### config.mk
export PLATFORM = sky130hd
export DESIGN_NAME = acs_scan_ctrl
export DESIGN_NICKNAME = d
export VERILOG_FILES = /design/src/hw/acs_pkg.sv /design/src/hw/acs_scan_ctrl.sv /design/src/hw/acs_clk_div.sv /design/src/hw/acs_result_fmt.sv
export SDC_FILE = /design/constraint.sdc
export NUM_CORES = 1
export LEC_CHECK = 0
export ABC_AREA = 1
export BUFFER_PORTS_ARGS = -buffer_cell sky130_fd_sc_hd__buf_4
export CAP_MARGIN = 20
export CORE_MARGIN = 2
export CORE_UTILIZATION = 55
export DETAILED_ROUTE_END_ITERATION = 6
export GPL_ROUTABILITY_DRIVEN = 0
export PLACE_DENSITY_LB_ADDON = 0.12
export SYNTH_ARGS = -nofsm -noshare
export SYNTH_HDL_FRONTEND = slang
export SYNTH_SLANG_ARGS = --single-unit
### constraint.sdc
create_clock -name sys_clk -period 4 [get_ports sys_clk]
set_input_delay 0.2 -clock sys_clk [delete_from_list [all_inputs] [get_ports sys_clk]]
set_output_delay 0.2 -clock sys_clk [all_outputs]
set_load 0.02 [all_outputs]
### src/hw/acs_pkg.sv
package acs_pkg;

   // ---------------------------------------------------------------
   // Sizes
   // ---------------------------------------------------------------
   localparam int NUM_CH = 21;
   localparam int NUM_RES = 22;
   localparam logic [4:0] RES_IDX_SENS = 5'h15;
   localparam logic [4:0] CH_NONE = 5'h1F;

   // ---------------------------------------------------------------
   // Register byte offsets
   // ---------------------------------------------------------------
   localparam logic [7:0] OFS_CTRL = 8'h00;
   localparam logic [7:0] OFS_CFG = 8'h04;
   localparam logic [7:0] OFS_CHSEL = 8'h08;
   localparam logic [7:0] OFS_ADDEN = 8'h0C;
   localparam logic [7:0] OFS_ASST = 8'h10;
   localparam logic [7:0] OFS_SSST = 8'h14;
   localparam logic [7:0] OFS_STAT = 8'h18;
   localparam logic [7:0] OFS_RES0 = 8'h40;
   localparam logic [7:0] OFS_RES_LAST = 8'h94;

   // ---------------------------------------------------------------
   // Field positions and reset values
   // ---------------------------------------------------------------
   localparam int CTRL_START = 0;
   localparam int CTRL_STOP = 1;
   localparam int CTRL_HALT = 2;
   localparam int CTRL_SHUT = 3;
   localparam int STAT_END = 0;
   localparam int STAT_BUSY = 1;
   localparam int STAT_ARMED = 2;
   localparam int STAT_DOWN = 3;
   localparam int CFG_W = 15;
   localparam logic [CFG_W-1:0] CFG_RESET = 15'h0000;
   localparam logic [7:0] SST_MIN = 8'h0A;
   localparam logic [7:0] SST_RESET = 8'h14;

   // ---------------------------------------------------------------
   // Encodings
   // ---------------------------------------------------------------
   localparam logic [1:0] SRC_AN = 2'h0;
   localparam logic [1:0] SRC_TS = 2'h1;
   localparam logic [1:0] SRC_REF = 2'h2;
   localparam logic [3:0] TRG_SOFT = 4'h0;
   localparam logic [3:0] TRG_PIN = 4'h1;
   localparam logic [3:0] TRG_HW0 = 4'h2;

   // ---------------------------------------------------------------
   // Types
   // ---------------------------------------------------------------
   typedef struct packed {
      logic addRef;
      logic addTs;
      logic [1:0] addCount;
      logic [3:0] trigSel;
      logic [1:0] source;
      logic clearOnRead;
      logic alignLeft;
      logic [1:0] div;
      logic contScan;
   } acs_cfg_t;

   typedef struct packed {
      logic sample;
      logic start;
      logic [1:0] source;
      logic [4:0] chan;
   } acs_conv_req_t;

   typedef enum logic [3:0] {
      S_IDLE = 4'b0001,
      S_SAMPLE = 4'b0010,
      S_CONV = 4'b0100,
      S_STORE = 4'b1000
   } acs_state_t;

endpackage

### src/hw/acs_scan_ctrl.sv
module acs_scan_ctrl #(
   parameter int NUM_HW = 10
)
(
   // Clock and reset
   input wire logic sys_clk,
   input wire logic rstn,
   // APB slave
   input wire logic [7:0] paddr,
   input wire logic psel,
   input wire logic penable,
   input wire logic pwrite,
   input wire logic [31:0] pwdata,
   output logic [31:0] prdata,
   output logic pready,
   output logic pslverr,
   // Triggers
   input wire logic extTrigN,
   input wire logic [NUM_HW-1:0] hwTrig,
   // Analog core
   output acs_pkg::acs_conv_req_t convReq,
   input wire logic convDone,
   input wire logic [11:0] convData,
   // System
   input wire logic cpuWake,
   output logic cpuHalt,
   output logic scanEndIrq,
   output logic powerDown
);

   if (NUM_HW < 1 || NUM_HW > 14)
   begin : g_chk
      $error("NUM_HW must be 1 to 14");
   end

   // ---------------------------------------------------------------
   // Helpers
   // ---------------------------------------------------------------
   function automatic logic [4:0] nextChan(input logic [20:0] m, input logic [4:0] from);
      logic [4:0] r;
      r = acs_pkg::CH_NONE;
      for (int i = acs_pkg::NUM_CH - 1; i >= 0; i--)
         if (m[i] && 5'(i) >= from)
            r = 5'(i);
      return r;
   endfunction

   function automatic logic [7:0] clampSst(input logic [7:0] v);
      return (v < acs_pkg::SST_MIN) ? acs_pkg::SST_MIN : v;
   endfunction

   // ---------------------------------------------------------------
   // Declarations
   // ---------------------------------------------------------------
   acs_pkg::acs_cfg_t cfg;
   acs_pkg::acs_state_t state;
   logic [20:0] chSel, addEn, scanMask;
   logic [7:0] analogSst, sensorSst, sst, sampCnt;
   logic [15:0] results [acs_pkg::NUM_RES];
   logic [15:0] image;
   logic [13:0] acc;
   logic [4:0] chan, firstChan, nxtChan, resIdx, storeIdx;
   logic [1:0] repCnt;
   logic [31:0] rdData;
   logic apbHit, wr, rd, wrCtrl, wrCfg, resHit, rdOk;
   logic armed, haltEn, scanEndFlag, extPrev, trigHit, swGo, scanStart;
   logic isAdd, storeEn, scanDone, contEff, stopReq, tick, haltNow;

   // ---------------------------------------------------------------
   // Decode
   // ---------------------------------------------------------------
   // Writes land only at the edge where the master sees pready
   assign apbHit = psel && penable && pready;
   assign wr = apbHit && pwrite;
   assign rd = apbHit && !pwrite;
   assign wrCtrl = wr && paddr == acs_pkg::OFS_CTRL;
   assign wrCfg = wr && paddr == acs_pkg::OFS_CFG;
   assign resHit = paddr >= acs_pkg::OFS_RES0 && paddr <= acs_pkg::OFS_RES_LAST && paddr[1:0] == 2'h0;
   assign resIdx = 5'((paddr - acs_pkg::OFS_RES0) >> 2);
   assign stopReq = wrCtrl && (pwdata[acs_pkg::CTRL_STOP] || pwdata[acs_pkg::CTRL_SHUT]);

   // ---------------------------------------------------------------
   // Configuration
   // ---------------------------------------------------------------
   always_ff @(posedge sys_clk or negedge rstn)
   begin
      if (!rstn)
      begin
         cfg <= acs_pkg::CFG_RESET;
         chSel <= 21'h000000;
         addEn <= 21'h000000;
         analogSst <= acs_pkg::SST_RESET;
         sensorSst <= acs_pkg::SST_RESET;
         haltEn <= 1'b0;
      end
      else
      begin
         if (wrCfg)
            cfg <= pwdata[acs_pkg::CFG_W-1:0];
         if (wr && paddr == acs_pkg::OFS_CHSEL)
            chSel <= pwdata[20:0];
         if (wr && paddr == acs_pkg::OFS_ADDEN)
            addEn <= pwdata[20:0] & chSel;
         if (wr && paddr == acs_pkg::OFS_ASST)
            analogSst <= clampSst(pwdata[7:0]);
         if (wr && paddr == acs_pkg::OFS_SSST)
            sensorSst <= clampSst(pwdata[7:0]);
         if (wrCtrl && pwdata[acs_pkg::CTRL_START])
            haltEn <= pwdata[acs_pkg::CTRL_HALT];
      end
   end

   // ---------------------------------------------------------------
   // Power-down
   // ---------------------------------------------------------------
   always_ff @(posedge sys_clk or negedge rstn)
   begin
      if (!rstn)
         powerDown <= 1'b1;
      else if (wrCtrl && pwdata[acs_pkg::CTRL_SHUT])
         powerDown <= 1'b1;
      else if (wrCfg)
         powerDown <= 1'b0;
   end

   // ---------------------------------------------------------------
   // Triggers
   // ---------------------------------------------------------------
   // Pin seen low at one edge after high at the previous one
   always_ff @(posedge sys_clk or negedge rstn)
   begin
      if (!rstn)
         extPrev <= 1'b1;
      else
         extPrev <= extTrigN;
   end

   always_comb
   begin
      trigHit = 1'b0;
      if (cfg.trigSel == acs_pkg::TRG_PIN)
         trigHit = extPrev && !extTrigN;
      else if (cfg.trigSel >= acs_pkg::TRG_HW0 && 32'(cfg.trigSel - acs_pkg::TRG_HW0) < NUM_HW)
         trigHit = hwTrig[cfg.trigSel - acs_pkg::TRG_HW0];
   end

   always_ff @(posedge sys_clk or negedge rstn)
   begin
      if (!rstn)
         armed <= 1'b0;
      else if (stopReq)
         armed <= 1'b0;
      else if (wrCtrl && pwdata[acs_pkg::CTRL_START] && !powerDown)
         armed <= (cfg.trigSel != acs_pkg::TRG_SOFT);
   end

   // ---------------------------------------------------------------
   // Scan sequencer
   // ---------------------------------------------------------------
   assign scanMask = (cfg.source == acs_pkg::SRC_AN) ? chSel : 21'h000001;
   assign firstChan = nextChan(scanMask, 5'h00);
   assign nxtChan = nextChan(scanMask, 5'(chan + 5'h01));
   assign swGo = wrCtrl && pwdata[acs_pkg::CTRL_START] && cfg.trigSel == acs_pkg::TRG_SOFT;
   // Software start sees its own halt bit, not the one latched before
   assign haltNow = swGo ? pwdata[acs_pkg::CTRL_HALT] : haltEn;
   assign scanStart = state == acs_pkg::S_IDLE && !powerDown && !stopReq && firstChan != acs_pkg::CH_NONE &&
                      (swGo || (armed && trigHit));
   assign sst = (cfg.source == acs_pkg::SRC_TS) ? sensorSst : analogSst;
   assign isAdd = (cfg.source == acs_pkg::SRC_AN) ? (addEn[chan] && chSel[chan]) :
                  (cfg.source == acs_pkg::SRC_TS) ? cfg.addTs : cfg.addRef;
   // Continuous only on analog pins; sensor and reference stay single
   assign contEff = cfg.contScan && cfg.source == acs_pkg::SRC_AN;
   assign storeEn = state == acs_pkg::S_STORE;
   assign storeIdx = (cfg.source == acs_pkg::SRC_AN) ? chan : acs_pkg::RES_IDX_SENS;
   assign scanDone = storeEn && nxtChan == acs_pkg::CH_NONE;

   acs_clk_div u_div
   (
      .sys_clk(sys_clk),
      .rstn(rstn),
      .div(cfg.div),
      .tick(tick)
   );

   always_ff @(posedge sys_clk or negedge rstn)
   begin
      if (!rstn)
      begin
         state <= acs_pkg::S_IDLE;
         chan <= 5'h00;
         repCnt <= 2'h0;
         acc <= 14'h0000;
         sampCnt <= 8'h00;
         convReq <= '0;
      end
      else if (stopReq || powerDown)
      begin
         state <= acs_pkg::S_IDLE;
         convReq <= '0;
      end
      else
      begin
         convReq.start <= 1'b0;
         convReq.source <= cfg.source;
         convReq.chan <= chan;
         unique case (state)
            acs_pkg::S_IDLE:
               if (scanStart)
               begin
                  state <= acs_pkg::S_SAMPLE;
                  chan <= firstChan;
                  repCnt <= 2'h0;
                  acc <= 14'h0000;
                  sampCnt <= 8'h00;
                  convReq.sample <= 1'b1;
               end
            acs_pkg::S_SAMPLE:
               if (tick)
               begin
                  sampCnt <= 8'(sampCnt + 8'h01);
                  if (sampCnt == 8'(sst - 8'h01))
                  begin
                     state <= acs_pkg::S_CONV;
                     convReq.sample <= 1'b0;
                     convReq.start <= 1'b1;
                  end
               end
            acs_pkg::S_CONV:
               if (convDone)
               begin
                  acc <= 14'(acc + {2'h0, convData});
                  if (isAdd && repCnt != cfg.addCount)
                  begin
                     repCnt <= 2'(repCnt + 2'h1);
                     sampCnt <= 8'h00;
                     state <= acs_pkg::S_SAMPLE;
                     convReq.sample <= 1'b1;
                  end
                  else
                     state <= acs_pkg::S_STORE;
               end
            acs_pkg::S_STORE:
            begin
               repCnt <= 2'h0;
               acc <= 14'h0000;
               sampCnt <= 8'h00;
               if (!scanDone)
               begin
                  chan <= nxtChan;
                  state <= acs_pkg::S_SAMPLE;
                  convReq.sample <= 1'b1;
               end
               else if (contEff)
               begin
                  chan <= firstChan;
                  state <= acs_pkg::S_SAMPLE;
                  convReq.sample <= 1'b1;
               end
               else
                  state <= acs_pkg::S_IDLE;
            end
         endcase
      end
   end

   // ---------------------------------------------------------------
   // Results
   // ---------------------------------------------------------------
   acs_result_fmt u_fmt
   (
      .sum(acc),
      .isAdd(isAdd),
      .alignLeft(cfg.alignLeft),
      .image(image)
   );

   // A store in the same cycle as a clearing read wins
   always_ff @(posedge sys_clk or negedge rstn)
   begin
      if (!rstn)
      begin
         for (int i = 0; i < acs_pkg::NUM_RES; i++)
            results[i] <= 16'h0000;
      end
      else
      begin
         if (rd && resHit && cfg.clearOnRead)
            results[resIdx] <= 16'h0000;
         if (storeEn)
            results[storeIdx] <= image;
      end
   end

   // ---------------------------------------------------------------
   // Events and CPU halt
   // ---------------------------------------------------------------
   always_ff @(posedge sys_clk or negedge rstn)
   begin
      if (!rstn)
      begin
         scanEndIrq <= 1'b0;
         scanEndFlag <= 1'b0;
         cpuHalt <= 1'b0;
      end
      else
      begin
         scanEndIrq <= scanDone;
         if (scanDone)
            scanEndFlag <= 1'b1;
         else if (wr && paddr == acs_pkg::OFS_STAT && pwdata[acs_pkg::STAT_END])
            scanEndFlag <= 1'b0;
         if (scanStart && haltNow)
            cpuHalt <= 1'b1;
         else if (scanDone || cpuWake)
            cpuHalt <= 1'b0;
      end
   end

   // ---------------------------------------------------------------
   // APB read and response
   // ---------------------------------------------------------------
   always_comb
   begin
      rdData = 32'h00000000;
      rdOk = 1'b1;
      case (paddr)
         acs_pkg::OFS_CTRL: rdData[acs_pkg::CTRL_HALT] = haltEn;
         acs_pkg::OFS_CFG: rdData[acs_pkg::CFG_W-1:0] = cfg;
         acs_pkg::OFS_CHSEL: rdData[20:0] = chSel;
         acs_pkg::OFS_ADDEN: rdData[20:0] = addEn;
         acs_pkg::OFS_ASST: rdData[7:0] = analogSst;
         acs_pkg::OFS_SSST: rdData[7:0] = sensorSst;
         acs_pkg::OFS_STAT: rdData[3:0] = {powerDown, armed, state != acs_pkg::S_IDLE, scanEndFlag};
         default:
            if (resHit)
               rdData[15:0] = results[resIdx];
            else
               rdOk = 1'b0;
      endcase
   end

   // One wait state: the answer is registered
   always_ff @(posedge sys_clk or negedge rstn)
   begin
      if (!rstn)
      begin
         pready <= 1'b0;
         pslverr <= 1'b0;
         prdata <= 32'h00000000;
      end
      else if (psel && penable && !pready)
      begin
         pready <= 1'b1;
         pslverr <= !rdOk;
         prdata <= pwrite ? 32'h00000000 : rdData;
      end
      else
      begin
         pready <= 1'b0;
         pslverr <= 1'b0;
      end
   end
endmodule // acs_scan_ctrl

### src/hw/acs_clk_div.sv
module acs_clk_div
(
   // Clock and reset
   input wire logic sys_clk,
   input wire logic rstn,
   // Ratio select and tick
   input wire logic [1:0] div,
   output logic tick
);

   logic [2:0] cnt;
   logic [2:0] limit;

   // ---------------------------------------------------------------
   // Divider
   // ---------------------------------------------------------------
   // Ratio latched only at a tick so a period is never cut short
   assign tick = (cnt == limit);

   always_ff @(posedge sys_clk or negedge rstn)
   begin
      if (!rstn)
      begin
         cnt <= 3'h0;
         limit <= 3'h0;
      end
      else if (tick)
      begin
         cnt <= 3'h0;
         limit <= 3'((4'h1 << div) - 4'h1);
      end
      else
      begin
         cnt <= 3'(cnt + 3'h1);
      end
   end
endmodule // acs_clk_div

### src/hw/acs_result_fmt.sv
module acs_result_fmt
(
   // Accumulated value and mode
   input wire logic [13:0] sum,
   input wire logic isAdd,
   input wire logic alignLeft,
   // Register image
   output logic [15:0] image
);

   // ---------------------------------------------------------------
   // Placement
   // ---------------------------------------------------------------
   always_comb
   begin
      if (isAdd)
         image = {sum, 2'h0};
      else if (alignLeft)
         image = {sum[11:0], 4'h0};
      else
         image = {4'h0, sum[11:0]};
   end

endmodule // acs_result_fmt

==> metrics.md, run 1 <==
| Metric | Value |
|---|---|
| Outcome | `finished, final reports clean` |
| DR WL/cell | `21.93 um` |
| Hold path startpoint | `convData[1]` |
| DR vias | `22928` |
| Die width | `216.3 um` |
| Crit. Startpoint | `chan[0]` |
| Crit path arrival time | `4.24 ns` |
| Crit. End Element | `flip-flop` |
| Primary FF master, synth | `dfrtp_1` |
| Achievable Freq | `272.2 MHz` |
| Longest Clk Path Bufs | `3` |
| Worst r2r dst | `chan[0]` |
| Overflow after GRT | `0` |
| Root Buffer | `clkbuf_16` |
| Post-synth top area cell | `dfrtp_1` |
| Clock Sinks | `503` |
| CP Cell Sequence | `inv_1, ha_1, inv_1, nor2_1, nand2_1, o22ai_1, o21ai_1, nand2_1, inv_1, a21oi_1, a21oi_1, o21ai_0, nand2_1, nand2_1, nand2_1, nand2_1, inv_1, nand2_1, nor2_2, nand4_4, nor2_1, nor2_2, nand3_1, nand2_1` |
| CP Max Fanout | `10` |
| Start of the worst register-to-register path | `chan[0]` |
| Internal power | `about 8.5 mW` |
| Leak | `13.02 nW` |
| Post-synth EDFFs | `0` |
| Hold Crit Endpoint | `acc[1]` |
| Top post-synthesis cells by area | `dfrtp_1 (50%), o21ai_0 (7.7%), o22ai_1 (7.4%)` |
| Clk_lat worst skew | `0.62 ns` |
| Initial Util | `0.5592` |
| Switching power | `around 2.6 mW` |
| Ys async rst share | `1.000` |
| Slack of the critical path | `approximately 0.33 ns` |
| Vias in the first global route | `21836` |
| Switching share of power | `0.2364` |
| DR DRC count | `0` |
| Die footprint | `~0.047 mm^2` |
| # setup viols final | `0` |
| Most numerous cell in the Yosys netlist | `dfrtp_1` |
| Slew headroom | `0.3773` |
| Final-stage net count | `3098` |
| Ys Warns | `0` |
| Pwr dens | `392.2 mW/mm^2` |
| Power share of the clock group | `0.473` |
| Setup bufs post-CTS | `0` |
| Ant. Diodes | `0` |
| WP buf/inv | `4` |
| Mean Syn Cell Area | `roughly 8.4 um^2` |
| Die height | `216.3 um` |
| # placed instances | `3514` |
| Initial antenna violation count | `0` |
| Tightest Pin Transition | `0.9269 ns` |
| Top cells by count, synth | `dfrtp_1 (496), nand2_1 (473), o21ai_0 (383), o22ai_1 (295), nand3_1 (262)` |
| First-pass GRT wire length | `124.3 mm` |
| CP max stage delay | `0.57 ns` |
| R2R setup slack | `0.33 ns` |
| Flop pwr share | `0.466` |
| WP data required | `4.56 ns` |
| Antenna-violating nets left | `0` |
| DR pass1 iterations | `7` |
| Largest net degree at the start of global routing | `104` |
| DP Worst Slack | `0.5274 ns` |
| Fraction of layout cells with a size suffix above 1 | `0.1173` |
| Non-Filler Instances | `3644` |
| Final wirelength | `79.93 mm` |
| CTS buffer count | `54` |
| Comb pwr share | `0.061` |
| Crit Path Category | `flip-flop to flip-flop` |
| Worst min path class | `input port to flip-flop` |
| Core area | `0.04432 mm^2` |
| Total GRT Usage | `0.3403` |
| Max_cap viols | `0` |
| VDD IR max | `between 0.0003 and 0.0004 V` |
| CP Depth | `24` |
| CTS tree | `built` |
| Distinct cell type count after synthesis | `63` |
| Setup TNS | `0 ns` |
| Crit start category | `flip-flop` |
| Final hold violation count | `0` |
| Register area share after synthesis | `0.5083` |
| Yosys top cell area share | `0.5009` |
| Share of the clock period used by the worst path | `0.9185` |
| Post-synthesis cell area | `about 0.025 mm^2` |
| DPL Wire Length | `53.57 mm` |
| Most frequent CP cell | `nand2_1` |
| H-Tree Depth | `2` |
| RSZ-0062 raised after global routing | `false` |
| Clock slew at reported path FFs | `0.06 ns` |
| Pins over their slew limit | `0` |
| Fin crit period | `3.674 ns` |
| Vias/cell | `6.292` |
| Final core occ | `0.6406` |
| Buffers on Ports | `93` |
| Slowest-stage cell, CP | `dfrtp_1` |
| Num ports | `116` |
| Layout Area Growth over Synthesis | `14.56%` |
| Initial DRC Count | `2543` |
| Hold-critical path depth | `4` |
| R2R depth | `24` |
| Yosys reg bits | `503` |
| Clock skew | `0.01759 ns` |
| Largest delay contributor family on the critical path | `simple AND/OR/NAND/NOR gates` |
| Syn Inst Count | `2938` |
| Row cnt | `77` |
-- sequential cells by signal, summed over array words and instances (netlist names), 2 cells and up --
register,cells
repCnt,2
convReq,9
sampCnt,8
cfg,15
chan,5
addEn,21
state,4
analogSst,8
sensorSst,8
chSel,21
prdata,21
acc,14
u_div.limit,3
results,352
u_div.cnt,3
-- power groups by stage --
stage	registers [mW]	clock network (mW)	logic (mW)
3_5_place_dp	5.28	0	0.649
4_1_cts	5.19	5.32	0.674
5_1_grt	5.19	5.52	0.745
6_report	5.19	5.27	0.676
2_1_floorplan	5.28	0	0.323
3_3_place_gp	5.28	0	0.635
-- layout by cell type (no fill, tap or decap), types with 12 or more instances in the layout --
cell / count
o21ai_0: 375
clkinv_2: 14
buf_4: 178
inv_1: 214
nor3_1: 33
nand4_1: 19
ha_1: 20
nor2_2: 13
o211ai_1: 19
a22oi_1: 40
inv_2: 20
a31oi_1: 17
a22o_1: 14
nor2_1: 184
a21oi_1: 63
nand2_1: 470
dfrtp_1: 496
o31ai_1: 25
clkbuf_16: 55
nand3_1: 262
clkbuf_8: 12
o22ai_1: 295
dlygate4sd3_1: 28
-- through the flow --
stage	area [um^2]	total power, mW	hold WS, ns
6_report	28390	11.14	0.02418
5_1_grt	28390	11.46	0.07918
4_1_cts	28360	11.19	0.01350
3_5_place_dp	26200	5.929	0.3032
3_3_place_gp	26200	5.914	0.2993
2_1_floorplan	24820	5.605	-0.09559
-- kinds of logic after synthesis --
| kind of cell | share of synthesized area |
|---|---|
| simple gates | 0.1805 |
| compound gates | 0.2211 |
| flops | 0.5083 |
| buf+inv | 0.07149 |
| fa+ha+maj | 0.01091 |
| xor+xnor | 0.006362 |
| mux | 0.001262 |
| other cells | 0.0001513 |
-- layer usage --
| metal | track usage | up-vias | routed length [um] |
|---|---|---|---|
| met1 | 0.4488 | 11078 | 31730 |
| met4 | 0.1897 | 0 | 4756 |
| met3 | 0.05544 | 235 | 6739 |
| li1 | - | 10465 | - |
| met2 | 0.5390 | 1150 | 36710 |
| met5 | 0 | - | 0 |
-- timing repair --
item / CTS / global route
hold buffers: 28 / 0
hold endpoints to repair: 156 / 0
setup endpoints to repair: 0 / 6
resized for setup: 0 / 1
-- layout make-up --
cell class	instances	area, um^2
well taps	592	740.7
clock inverters	27	316.6
flip-flops and latches	503	12600
fillers	3698	15930
inverters	238	893.4
clock buffers	74	1568
multi-input cells	1996	10500
repair buffers	214	1779
-- worst reg2reg max path, cell delays in order (launching register included) --
cell	delay (ns)
dfrtp_1	0.57
inv_1	0.26
ha_1	0.41
inv_1	0.09
nor2_1	0.17
nand2_1	0.12
o22ai_1	0.20
o21ai_1	0.11
nand2_1	0.07
inv_1	0.04
a21oi_1	0.13
a21oi_1	0.08
o21ai_0	0.28
nand2_1	0.09
nand2_1	0.07
nand2_1	0.05
nand2_1	0.05
inv_1	0.05
nand2_1	0.07
nor2_2	0.05
nand4_4	0.18
nor2_1	0.09
nor2_2	0.18
nand3_1	0.12
nand2_1	0.07
-- worst max-delay path by stage --
| stage | end | slack (ns) |
|---|---|---|
| after floorplan | chan[3] | 1.09 |
| after global placement | chan[4] | 0.57 |
| after detailed placement | chan[4] | 0.53 |
| after CTS | chan[0] | 0.47 |
| after global routing | chan[3] | 0.05 |
| final | chan[0] | 0.33 |
(Power assumes the default switching activity.)
==> inputs of run 2 (changes only) <==
CORE_MARGIN = not set   (was 2)
PLACE_DENSITY = 0.72   (was not set)
PLACE_DENSITY_LB_ADDON = not set   (was 0.12)
==> run 2 against run 1 <==
Effect of this change:
- final area decreased by 0.78%
- critical path depth decreased by 3
- largest power group is now registers
- wire length decreased by 0.47%
- critical endpoint is now chan[4]
- non-clock buffer count decreased by 3
==> metrics.md, run 2 (synthesis gave the netlist of run 1 again) <==
| Metric | Value |
|---|---|
| Hold path startpoint | `convData[1]` |
| Power, Total | `10.74 mW (-3.5%)` |
| Clock Sinks | `503 (unchanged)` |
| CP max stage delay | `0.52 ns (-0.05 ns)` |
| First-pass GRT wire length | `124.7 mm (+0.30%)` |
| Pwr dens | `381.4 mW/mm^2 (-2.8%)` |
| Crit Path Category | `flip-flop to flip-flop` |
| Slowest-stage cell, CP | `dfrtp_2` |
| DR pass1 iterations | `6 (-1)` |
| Pins over their slew limit | `0 (unchanged)` |
| Overflow after GRT | `0 (unchanged)` |
| CTS buffer count | `52 (-3.7%)` |
| Die height | `214.3 um (-0.92%)` |
| Initial antenna violation count | `2 (+2)` |
| Clk_lat worst skew | `0.60 ns (-0.02 ns)` |
| # setup viols final | `0 (unchanged)` |
| # fillers | `3693 (-0.14%)` |
| DR WL/cell | `21.91 um (-0.12%)` |
| Commonest non-fill, non-tap cell in the layout | `dfrtp_1` |
| Share of the clock period used by the worst path | `0.8795 (-0.03901)` |
| Achievable Freq | `284.3 MHz (+4.4%)` |
| DPL Wire Length | `52.97 mm (-1.1%)` |
| Setup bufs post-CTS | `0 (unchanged)` |
| DR vias | `23200 (+1.2%)` |
| RSZ-0062 raised after global routing | `false` |
| Root Buffer | `clkbuf_16` |
| Buffers on Ports | `93 (unchanged)` |
| Outcome | `finished, final reports clean` |
| Crit. End Element | `flip-flop` |
| Hold slack | `0.03285 ns (+0.008677 ns)` |
| Crit. Startpoint | `chan[0]` |
| Longest Clk Path Bufs | `3 (unchanged)` |
| Core area | `0.04432 mm^2 (unchanged)` |
| Antenna-violating nets left | `0 (unchanged)` |
| Fin crit period | `3.518 ns (-0.1560 ns)` |
| Fraction of layout cells with a size suffix above 1 | `0.1106 (-0.006701)` |
| Largest register FFs | `352 (unchanged)` |
| Num ports | `116 (unchanged)` |
| CP Cell Sequence | `ha_1, nand3_1, nand2_1, nand2_1, clkinv_1, o21ai_1, nand2_1, inv_1, a21oi_1, a21oi_1, o21ai_0, nand2_1, nand2_1, nand2_1, nand2_1, inv_1, nand2_1, nor2_2, nand4_4, o21ai_2, o21ai_0` |
| Total GRT Usage | `0.3455 (+0.005226)` |
| Final wirelength | `79.55 mm (-0.47%)` |
| Crit start category | `flip-flop` |
| Layout Area Growth over Synthesis | `13.67%` |
| VDD IR max | `0.0003400 V (-0.61%)` |
| CTS tree | `built` |
| Initial DRC Count | `2989 (+18%)` |
| Leak | `12.91 nW (-0.86%)` |
| Commonest non-fill, non-tap cells in the layout | `dfrtp_1 (495), nand2_1 (471), o21ai_0 (375)` |
| H-Tree Depth | `2 (unchanged)` |
| Final-stage net count | `3093 (-0.16%)` |
| Worst min path class | `input port to flip-flop` |
| Die footprint | `0.04591 mm^2 (-1.8%)` |
| Most frequent CP cell | `nand2_1` |
| Largest Register | `results` |
| WP data required | `4.47 ns (-0.09 ns)` |
| Die width | `214.3 um (-0.92%)` |
| Largest net degree at the start of global routing | `111 (+6.7%)` |
| Vias/cell | `6.389 (+1.5%)` |
| Slew headroom | `0.2869 (-0.09040)` |
| Max_cap viols | `0 (unchanged)` |
| Vias in the first global route | `21897 (+0.28%)` |
| Clock skew | `0.01260 ns (-0.004994 ns)` |
| DR DRC count | `0 (unchanged)` |
| Setup TNS | `0 ns (unchanged)` |
| CP Max Fanout | `15 (+5)` |
| Largest delay contributor family on the critical path | `simple AND/OR/NAND/NOR gates` |
| Start of the worst register-to-register path | `chan[0]` |
| Initial Util | `0.5592 (unchanged)` |
| Tightest Pin Transition | `1.067 ns (+0.1402 ns)` |
| Crit path arrival time | `3.99 ns (-0.25 ns)` |
| Row cnt | `77 (unchanged)` |
| Final hold violation count | `0 (unchanged)` |
| Clock slew at reported path FFs | `0.06 ns (about the same)` |
| WP buf/inv | `3 (-1)` |
## run 2: layer usage
layer / share of wire / wire length (um) / global-route usage
met1: 0.39 / 30850 / 0.4578
met2: 0.46 / 36300 / 0.5406
met3: 0.095 / 7531 / 0.05716
met4: 0.061 / 4865 / 0.1986
met5: 0 / 0 / 0
## run 2: final cells by class
cell class / count / area [um^2] / share of cell area
clock buffer: 78 / 1519 / 0.05392
clock inverter: 12 / 175.2 / 0.006219
sequential: 503 / 12600 / 0.4472
multi-input combinational: 1996 / 10490 / 0.3725
inverter: 238 / 893.4 / 0.03171
tap: 592 / 740.7 / 0.02630
timing repair buffer: 211 / 1749 / 0.06210
antenna: 1 / 2.502 / 0.00008884
## run 2: path summary, 6_finish.rpt
| kind | slack, ns | depth (start not counted) | to |
|---|---|---|---|
| min in group asynchronous | 0.28 | 2 | convReq[3] |
| min | 0.03 | 4 | acc[1] |
| max reg2reg | 0.48 | 21 | chan[4] |
| min reg2reg | 0.49 | 2 | addEn[13] |
| max in group asynchronous | 2.66 | 3 | results[218] |
| max | 0.48 | 21 | chan[4] |
## run 2: worst register-to-register path, delay by kind of cell, from the launching register on
| kind | cells | cell delay (ns) |
|---|---|---|
| simple gates | 11 | 1.17 |
| compound gates | 6 | 0.97 |
| flops | 1 | 0.52 |
| buf+inv | 3 | 0.41 |
| fa+ha+maj | 1 | 0.32 |
## run 2: repair_timing
action                                 CTS  global route
gates resized for setup                  0             1
endpoints found under the hold margin  166             0
setup endpoints to repair                0             7
hold buffers                            28             0
## run 2: per-stage QoR
| step | utilization | setup slack (ns) | instances | area, um^2 |
|---|---|---|---|---|
| final | 0.6356 | 0.4820 | 3631 | 28170 |
| after global routing | 0.6355 | 0.1155 | 3630 | 28170 |
| after detailed placement | 0.5910 | 0.3972 | 3512 | 26190 |
| after floorplan | - | 1.086 | 2948 | 24820 |
| after global placement | 0.5908 | 0.5298 | 3511 | 26180 |
| after CTS | 0.6355 | 0.3727 | 3630 | 28160 |
## run 2: where the power goes
| group | leakage [nW] | internal, mW | total, mW | switching [mW] |
|---|---|---|---|---|
| combinational | 7.14 | 0.220 | 0.679 | 0.459 |
| sequential | 4.94 | 5.15 | 5.19 | 0.0445 |
| clock | 0.835 | 2.86 | 4.87 | 2.01 |
